## config.mk

```make
export PLATFORM = sky130hd
export DESIGN_NAME = reset_control_with_watchdog
export DESIGN_NICKNAME = d
export VERILOG_FILES = /design/src/hdl/reset_watchdog_pkg.sv /design/src/hdl/watchdog_link_if.sv /design/src/hdl/watchdog_counter.sv /design/src/hdl/reset_control_with_watchdog.sv
export SDC_FILE = /design/constraint.sdc
export NUM_CORES = 1
export LEC_CHECK = 0
export BUFFER_PORTS_ARGS = -buffer_cell sky130_fd_sc_hd__buf_2
export CORE_AREA = 5 5 80 82
export CTS_BUF_LIST = sky130_fd_sc_hd__clkbuf_4 sky130_fd_sc_hd__clkbuf_8
export CTS_CLUSTER_SIZE = 10
export DETAILED_ROUTE_END_ITERATION = 8
export DIE_AREA = 0 0 85 87
export GPL_TIMING_DRIVEN = 1
export PLACE_DENSITY = 0.69
export SLEW_MARGIN = 10
export SYNTH_ARGS = -nofsm -noshare
export SYNTH_HDL_FRONTEND = slang
export SYNTH_SLANG_ARGS = --single-unit
export TNS_END_PERCENT = 10
```

## constraint.sdc

```tcl
create_clock -name i_sys_clk -period 3.31 [get_ports i_sys_clk]
set_clock_uncertainty 0.05 [all_clocks]
set_input_delay 0.993 -clock i_sys_clk [delete_from_list [all_inputs] [get_ports i_sys_clk]]
set_output_delay 0.993 -clock i_sys_clk [all_outputs]
set_load 0.01 [all_outputs]
```

## src/hdl/reset_watchdog_pkg.sv

```systemverilog
// Constants and types shared by the reset controller and its watchdog counter.
package reset_watchdog_pkg;

  localparam int unsigned ADDR_W = 8;
  localparam int unsigned DATA_W = 8;

  // Register addresses on the plain register port.
  localparam logic [ADDR_W-1:0] ADDR_STATUS  = 8'h00;
  localparam logic [ADDR_W-1:0] ADDR_OPTIONS = 8'h01;

  // Field positions of the reset status register.
  localparam int unsigned ST_POR  = 7;
  localparam int unsigned ST_PIN  = 6;
  localparam int unsigned ST_WDOG = 5;
  localparam int unsigned ST_ILOP = 4;
  localparam int unsigned ST_ILAD = 3;
  localparam int unsigned ST_LVD  = 1;

  // Field positions of the system options register.
  localparam int unsigned OPT_EN     = 7;
  localparam int unsigned OPT_PERIOD = 6;

  localparam logic [DATA_W-1:0] OPTIONS_RESET    = 8'hc0;
  localparam logic [DATA_W-1:0] OPTIONS_MASK     = 8'hc0;
  localparam logic [DATA_W-1:0] STATUS_POR_VALUE = 8'h80;
  localparam logic [DATA_W-1:0] DATA_ZERO        = 8'h00;

  // Reset pin timing in bus-rate cycles.
  localparam int unsigned       SEQ_W                 = 6;
  localparam logic [SEQ_W-1:0]  PIN_DRIVE_BUS_CYCLES  = 6'h22;
  localparam logic [SEQ_W-1:0]  PIN_SAMPLE_BUS_CYCLES = 6'h26;
  localparam logic [SEQ_W-1:0]  SEQ_ONE               = 6'h01;
  localparam logic [SEQ_W-1:0]  SEQ_ZERO              = 6'h00;

  // Watchdog periods as powers of two of bus-rate cycles.
  localparam int unsigned WDOG_SHORT_EXP = 18;
  localparam int unsigned WDOG_LONG_EXP  = 20;
  localparam int unsigned WDOG_W         = 21;

  typedef enum logic [1:0] {
    SEQ_RUN,
    SEQ_DRIVE,
    SEQ_SETTLE,
    SEQ_HOLD
  } seq_state_t;

endpackage

```

## src/hdl/watchdog_link_if.sv

```systemverilog
// Signals between the reset sequencer and the watchdog counter.
`timescale 1ns/100ps
`default_nettype none
interface watchdog_link_if;
  logic tick;
  logic run;
  logic clear;
  logic period_long;
  logic timeout;

  modport ctrl (
    output tick,
    output run,
    output clear,
    output period_long,
    input  timeout
  );

  modport counter (
    input  tick,
    input  run,
    input  clear,
    input  period_long,
    output timeout
  );
endinterface
`default_nettype wire

```

## src/hdl/watchdog_counter.sv

```systemverilog
// Bus-rate watchdog counter with two selectable timeout periods.
`timescale 1ns/100ps
`default_nettype none
module watchdog_counter
  import reset_watchdog_pkg::*;
#(
  parameter int unsigned SHORT_CYCLES = 2**WDOG_SHORT_EXP,
  parameter int unsigned LONG_CYCLES  = 2**WDOG_LONG_EXP
) (
  input  wire logic       i_sys_clk,  // System clock.
  input  wire logic       i_srst,     // Synchronous reset, active high.
  input  wire logic       i_clk_en,   // Clock enable, freezes state when low.
  watchdog_link_if.counter link       // Control and timeout.
);

  localparam logic [WDOG_W-1:0] SHORT_LAST = WDOG_W'(SHORT_CYCLES - 1);
  localparam logic [WDOG_W-1:0] LONG_LAST  = WDOG_W'(LONG_CYCLES - 1);
  localparam logic [WDOG_W-1:0] CNT_ZERO   = '0;
  localparam logic [WDOG_W-1:0] CNT_ONE    = WDOG_W'(1);

  logic [WDOG_W-1:0] count;
  logic [WDOG_W-1:0] last;
  logic              timeout;

  assign last         = link.period_long ? LONG_LAST : SHORT_LAST;
  assign link.timeout = timeout;

  always_ff @(posedge i_sys_clk) begin
    if (i_srst) begin
      count <= CNT_ZERO;
    end else if (i_clk_en) begin
      if (link.clear) begin
        count <= CNT_ZERO;
      end else if (link.run && link.tick) begin
        if (count == last) begin
          count <= CNT_ZERO;
        end else begin
          count <= count + CNT_ONE;
        end
      end
    end
  end

  always_ff @(posedge i_sys_clk) begin
    if (i_srst) begin
      timeout <= 1'b0;
    end else if (i_clk_en) begin
      timeout <= !link.clear && link.run && link.tick && (count == last);
    end
  end
endmodule
`default_nettype wire

```

## src/hdl/reset_control_with_watchdog.sv

```systemverilog
// System reset controller with reset pin sequencing and an operating watchdog.
//
// The plain strobed port and the register addresses were left to the implementer.
`timescale 1ns/100ps
`default_nettype none
module reset_control_with_watchdog
  import reset_watchdog_pkg::*;
#(
  parameter bit          HAS_ILLEGAL_ADDR  = 1'b1,
  parameter int unsigned WDOG_SHORT_CYCLES = 2**WDOG_SHORT_EXP,
  parameter int unsigned WDOG_LONG_CYCLES  = 2**WDOG_LONG_EXP
) (
  input  wire logic              i_sys_clk,            // Oscillator clock, 100 MHz.
  input  wire logic              i_srst,               // Power-on reset, synchronous, active high.
  input  wire logic              i_clk_en,             // Clock enable.
  input  wire logic [ADDR_W-1:0] i_addr,               // Register address.
  input  wire logic [DATA_W-1:0] i_wdata,              // Register write data.
  input  wire logic              i_wr,                 // Write strobe.
  input  wire logic              i_rd,                 // Read strobe.
  output      logic [DATA_W-1:0] o_rdata,              // Read data, cycle after strobe.
  input  wire logic              i_low_voltage_detect, // Low-voltage reset request.
  input  wire logic              i_illegal_opcode,     // Illegal opcode reset request.
  input  wire logic              i_illegal_address,    // Illegal address reset request.
  input  wire logic              i_debug_force_reset,  // Debug-forced reset request.
  input  wire logic              i_active_background,  // Processor in background debug mode.
  input  wire logic              i_reset_pin,          // Reset pin level, asynchronous.
  output      logic              o_reset_pin,          // Reset pin drive level.
  output      logic              o_reset_pin_oe_n,     // Reset pin drive enable, low drives.
  output      logic              o_system_reset,       // Chip held in reset.
  output      logic              o_watchdog_running    // Watchdog counting.
);

  seq_state_t        state;
  logic [SEQ_W-1:0]  seq_count;
  logic              bus_phase;
  logic              bus_tick;
  logic              pin_meta;
  logic              pin_sync;
  logic [DATA_W-1:0] status;
  logic [DATA_W-1:0] options;
  logic              options_locked;
  logic              status_write;
  logic              options_write;
  logic              illegal_addr_req;
  logic              any_request;
  logic [DATA_W-1:0] next_causes;
  logic              watchdog_run;

  watchdog_link_if wdog ();

  // Bus-rate strobe: one oscillator cycle in two.
  // A new reset restarts the phase so the pin drive always spans whole bus cycles.
  always_ff @(posedge i_sys_clk) begin
    if (i_srst) begin
      bus_phase <= 1'b0;
    end else if (i_clk_en) begin
      if (state == SEQ_RUN && any_request) begin
        bus_phase <= 1'b0;
      end else begin
        bus_phase <= !bus_phase;
      end
    end
  end

  assign bus_tick = bus_phase && i_clk_en;

  // The pin is asynchronous to the oscillator clock.
  always_ff @(posedge i_sys_clk) begin
    if (i_srst) begin
      pin_meta <= 1'b1;
      pin_sync <= 1'b1;
    end else if (i_clk_en) begin
      pin_meta <= i_reset_pin;
      pin_sync <= pin_meta;
    end
  end

  assign status_write     = i_wr && (i_addr == ADDR_STATUS);
  assign options_write    = i_wr && (i_addr == ADDR_OPTIONS);
  assign illegal_addr_req = HAS_ILLEGAL_ADDR && i_illegal_address;

  // Requests seen while the chip runs, and the flags they load.
  always_comb begin
    next_causes          = DATA_ZERO;
    next_causes[ST_LVD]  = i_low_voltage_detect;
    next_causes[ST_WDOG] = wdog.timeout;
    next_causes[ST_ILOP] = i_illegal_opcode;
    next_causes[ST_ILAD] = illegal_addr_req;
    any_request = i_low_voltage_detect || wdog.timeout || i_illegal_opcode
               || illegal_addr_req || i_debug_force_reset || !pin_sync;
  end

  // Reset sequencer: drive the pin, let it settle, sample it.
  always_ff @(posedge i_sys_clk) begin
    if (i_srst) begin
      state     <= SEQ_DRIVE;
      seq_count <= SEQ_ZERO;
    end else if (i_clk_en) begin
      case (state)
        SEQ_RUN: begin
          if (any_request) begin
            state     <= SEQ_DRIVE;
            seq_count <= SEQ_ZERO;
          end
        end
        SEQ_DRIVE: begin
          if (bus_tick) begin
            if (seq_count == PIN_DRIVE_BUS_CYCLES - SEQ_ONE) begin
              state     <= SEQ_SETTLE;
              seq_count <= SEQ_ZERO;
            end else begin
              seq_count <= seq_count + SEQ_ONE;
            end
          end
        end
        SEQ_SETTLE: begin
          if (bus_tick) begin
            if (seq_count == PIN_SAMPLE_BUS_CYCLES - SEQ_ONE) begin
              state     <= pin_sync ? SEQ_RUN : SEQ_HOLD;
              seq_count <= SEQ_ZERO;
            end else begin
              seq_count <= seq_count + SEQ_ONE;
            end
          end
        end
        SEQ_HOLD: begin
          if (pin_sync) begin
            state <= SEQ_RUN;
          end
        end
        default: begin
          state     <= SEQ_DRIVE;
          seq_count <= SEQ_ZERO;
        end
      endcase
    end
  end

  // Pin drive follows the sequencer one cycle later, from flip-flops.
  always_ff @(posedge i_sys_clk) begin
    if (i_srst) begin
      o_reset_pin      <= 1'b0;
      o_reset_pin_oe_n <= 1'b1;
    end else if (i_clk_en) begin
      o_reset_pin      <= 1'b0;
      o_reset_pin_oe_n <= (state != SEQ_DRIVE);
    end
  end

  always_ff @(posedge i_sys_clk) begin
    if (i_srst) begin
      o_system_reset <= 1'b1;
    end else if (i_clk_en) begin
      o_system_reset <= (state != SEQ_RUN);
    end
  end

  // Reset status register: loaded on reset entry, never by a bus write.
  always_ff @(posedge i_sys_clk) begin
    if (i_srst) begin
      status <= STATUS_POR_VALUE;
    end else if (i_clk_en) begin
      if (state == SEQ_RUN && any_request) begin
        status <= next_causes;
      end else if (state == SEQ_SETTLE && bus_tick
                   && seq_count == PIN_SAMPLE_BUS_CYCLES - SEQ_ONE && !pin_sync) begin
        status[ST_PIN] <= 1'b1;
      end
    end
  end

  // System options register: one write after each reset.
  always_ff @(posedge i_sys_clk) begin
    if (i_srst) begin
      options        <= OPTIONS_RESET;
      options_locked <= 1'b0;
    end else if (i_clk_en) begin
      if (state != SEQ_RUN) begin
        options        <= OPTIONS_RESET;
        options_locked <= 1'b0;
      end else if (options_write && !options_locked) begin
        options        <= i_wdata & OPTIONS_MASK;
        options_locked <= 1'b1;
      end
    end
  end

  always_ff @(posedge i_sys_clk) begin
    if (i_srst) begin
      o_rdata <= DATA_ZERO;
    end else if (i_clk_en) begin
      if (i_rd && i_addr == ADDR_STATUS) begin
        o_rdata <= status;
      end else if (i_rd && i_addr == ADDR_OPTIONS) begin
        o_rdata <= options;
      end else begin
        o_rdata <= DATA_ZERO;
      end
    end
  end

  // Watchdog control.
  assign watchdog_run = options[OPT_EN] && !i_active_background
                     && (state == SEQ_RUN);

  always_ff @(posedge i_sys_clk) begin
    if (i_srst) begin
      o_watchdog_running <= 1'b0;
    end else if (i_clk_en) begin
      o_watchdog_running <= watchdog_run;
    end
  end

  assign wdog.tick        = bus_tick;
  assign wdog.run         = watchdog_run;
  assign wdog.clear       = status_write || (state != SEQ_RUN);
  assign wdog.period_long = options[OPT_PERIOD];

  watchdog_counter #(
    .SHORT_CYCLES (WDOG_SHORT_CYCLES),
    .LONG_CYCLES  (WDOG_LONG_CYCLES)
  ) u_watchdog_counter (
    .i_sys_clk (i_sys_clk),
    .i_srst    (i_srst),
    .i_clk_en  (i_clk_en),
    .link      (wdog.counter)
  );

  // Helper counters of bus cycles spent driving and settling.
  logic [SEQ_W-1:0] drive_ticks;
  logic [SEQ_W-1:0] settle_ticks;

  always_ff @(posedge i_sys_clk) begin
    if (i_srst) begin
      drive_ticks  <= SEQ_ZERO;
      settle_ticks <= SEQ_ZERO;
    end else begin
      if (state == SEQ_RUN) begin
        drive_ticks <= SEQ_ZERO;
      end else if (state == SEQ_DRIVE && bus_tick) begin
        drive_ticks <= drive_ticks + SEQ_ONE;
      end
      if (state != SEQ_SETTLE) begin
        settle_ticks <= SEQ_ZERO;
      end else if (bus_tick) begin
        settle_ticks <= settle_ticks + SEQ_ONE;
      end
    end
  end
endmodule
`default_nettype wire

```

==> out/summary.txt <==
Crit Path Category = input pin to register
Std cell rows = 28
Max Slew Vio Count = 0
Vias/cell = 5.397
Element type at the critical path end = register
Final hold violations = 0
Crit path arrival time = 2520 ps
Die width = 85 um
MaxCap Viol Count = 0
Leak Pwr = 0.001064 uW
Synthesized-area fraction occupied by xor and xnor cells = 0.07936
Syn_area_per_cell = 8.949 um2
Global-route wire length before repair = 9.211 mm
Die H = 87 um
Largest net degree at the start of global routing = 23
Final Cell Area = 2949 um2
Synth Area in Compound Gates = 0.1658
Sequential cell area = 1021 um2
Setup WS pre-CTS = 579.5 ps
Adder-Cell Fraction of Synth Area = 0.04251
Full die area = 7395 um2
Area Overhead vs Synth = 11.34%
1st-pass router iterations = 4
Clock Latency Late Sink = 310 ps
Worst-case vdd ir drop = 221.2 uV
R2R depth = 8
Power share of the sequential group = 0.579
Initial antenna violation count = 0
Final min period = 2399 ps
Dominant synthesized flop cell = dfxtp_1
Vias in the first global route = 2098
Post-DP Area = 2854 um2
CTS tree = built
RSZ-0062 raised after global routing = false
R2R setup slack = 1100 ps
Synth cell types = 53
Total congestion overflow = 0
Worst Path Required = 3440 ps
Gp weighted congestion = 0.8222
Status = finished clean
Yosys reg bits = 51
Rel. slew slack = 0.5972
GR Util All Layers = 0.1508
EDFF count, synth = 0
DRT iter0 DRCs = 57
Post-DR wirelength/cell = 13.20 um
Max Buffers Root-to-Sink = 2
# hold bufs at CTS = 0
Ys Warns = 0
Crit path max fanout = 20
Switching pwr = 277.8 uW
Hold path depth = 2
Crit share post-route = 0.7247
Seq/Total Area, Yosys = 0.3855
Layout cells sized above 1 = 0.1902
Setup Viol. Count Final = 0
Filler cells = 554
# DRC = 0
Resized Gates After CTS = 0
Mux contribution to synthesized area = 0.03023
N_diodes = 0
Actual slew at the worst max-slew pin = 604.2 ps
TNS Setup = 0 ps
Sw Ratio = 0.2560
Antenna Nets Post-Route = 0
Simple logic cell fraction of the synthesized area = 0.2485
Largest family of logic cells by synthesized area = simple AND/OR/NAND/NOR gates
Clock transition at the registers of the reported paths = 100 ps
H-tree depth = 2
Share of total power in combinational logic = 0.072
Final total power = 1085 uW
Vias after detailed routing = 2164
Setup WS post-layout = 911.3 ps
Min-Delay Path Class = register to register
Worst setup SP type = input pin
Detailed-placement wirelength estimate = 3.871 mm
Root buffer cell = clkbuf_8
FMAX = 416.9 MHz
Post-Route WL = 5.294 mm
Post-CTS setup buffer count = 0
IO buf count = 29
Synth async-reset ratio = 0
Synth Instances = 296
Multi-input gate area = 1511 um2
Starting Density = 0.4667
Top Ports = 39
Cell area power density = 367.9 nW/um2
# clock sinks = 51
Clock power frac = 0.350
Total CTS buffers = 5
Pint = 807.3 uW
Std-Cell Core Area = 5675 um2
Post-synthesis instance area = 2649 um2
Final nets = 361
==> sequential cells by signal, summed over array words and instances (netlist names) <==
register	cells
pin_sync	1
o_system_reset	1
seq_count	6
o_rdata	6
o_reset_pin_oe_n	1
status	6
state	2
u_watchdog_counter.count	21
options	2
bus_phase	1
options_locked	1
u_watchdog_counter.link.timeout	1
o_watchdog_running	1
pin_meta	1
==> cell families after synthesis <==
kind of cell,Yosys count
flops,51
buf+inv,26
fa+ha+maj,9
other cells,1
xor+xnor,24
simple gates,123
mux,8
compound gates,54
==> path summary, 6_finish.rpt <==
kind,start,to
worst max-delay path,i_addr[5],u_watchdog_counter.count[17]$_SDFFE_PP0P_
worst min-delay path,o_watchdog_running$_SDFFE_PP0P_,o_watchdog_running$_SDFFE_PP0P_
worst max register to register,state[0]$_SDFFE_PP1P_,u_watchdog_counter.count[17]$_SDFFE_PP0P_
worst min register to register,o_watchdog_running$_SDFFE_PP0P_,o_watchdog_running$_SDFFE_PP0P_
==> routing by layer <==
| metal | global-route usage | wire length, um | part of all wire |
|---|---|---|---|
| met1 | 0.1825 | 2423 | 0.46 |
| met2 | 0.2606 | 2618 | 0.49 |
| met3 | 0.03690 | 191 | 0.036 |
| met4 | 0.05324 | 60 | 0.011 |
| met5 | 0 | 0 | 0 |
==> layout make-up <==
type	instances	share of cell area
multi-input combinational	221	0.5125
sequential	51	0.3462
timing repair buffer	34	0.06194
tap	75	0.03182
clock buffer	5	0.02333
inverter	12	0.01527
clock inverter	3	0.008910
==> placed cells by master, fill, tap and decap left out, types with 3 or more instances in the layout <==
master / instances
clkbuf_8: 5
a211oi_1: 6
a21oi_1: 15
buf_4: 5
nor2b_1: 3
and3_1: 3
mux2i_1: 8
nor3_1: 5
nand2_1: 21
a2111oi_2: 6
a22oi_1: 4
nor4_1: 3
and2_1: 6
nand4_1: 8
buf_2: 29
dfxtp_1: 51
o21ai_0: 6
xnor2_1: 19
or2_2: 3
inv_1: 11
conb_1: 3
nor2_1: 37
xor2_1: 5
and4_1: 3
ha_1: 9
nand3_1: 15
==> power by group through the flow <==
stage | Sequential [uW] | Combinational [uW] | Clock [uW]
final | 628 | 77.6 | 379
after global routing | 630 | 86.1 | 424
after CTS | 628 | 78.6 | 398
after detailed placement | 642 | 78.3 | 0
after global placement | 642 | 77.0 | 0
after floorplan | 641 | 52.6 | 0
==> worst max-delay path, cell delays in order <==
cell,delay [ps]
buf_2,110
nor4_4,370
nand4_1,130
buf_4,240
a2111oi_2,450
xnor2_1,170
nor2_1,60
==> through the flow <==
stage,util,hold WS (ps),instances
floorplan,-,389.3,298
finish,0.5196,417.6,401
global placement,0.5029,398.6,393
global route,0.5196,445.0,401
detailed placement,0.5029,407.0,393
CTS,0.5196,423.8,401
==> cell usage after synthesis, types with 2 or more instances <==
cell type | instances | area [um2]
nor2_2 | 2 | 12.51
nor3_1 | 5 | 25.02
and4_1 | 3 | 26.28
a22oi_1 | 4 | 30.03
inv_1 | 11 | 41.29
a21boi_0 | 2 | 15.01
mux2i_1 | 8 | 80.08
nand3_1 | 15 | 75.07
and2_1 | 6 | 37.54
ha_1 | 9 | 112.6
nor2b_1 | 3 | 18.77
nor2_1 | 37 | 138.9
a21oi_1 | 15 | 75.07
o211ai_1 | 2 | 15.01
or3_1 | 2 | 12.51
a211oi_1 | 6 | 45.04
and3_1 | 3 | 18.77
a2111oi_2 | 6 | 90.09
nor3b_1 | 2 | 15.01
o21ai_0 | 7 | 35.03
xor2_1 | 5 | 43.79
nand4_1 | 8 | 50.05
nand2_1 | 21 | 78.83
or2_2 | 3 | 18.77
a31oi_1 | 2 | 12.51
clkbuf_1 | 4 | 15.01
xnor2_1 | 19 | 166.4
buf_4 | 4 | 30.03
dfxtp_1 | 51 | 1021
and3b_1 | 2 | 17.52
buf_2 | 3 | 15.01
nor3_2 | 2 | 20.02
nor4_1 | 3 | 18.77
buf_1 | 2 | 7.510
No activity file was read; power rests on OpenSTA's default activity.
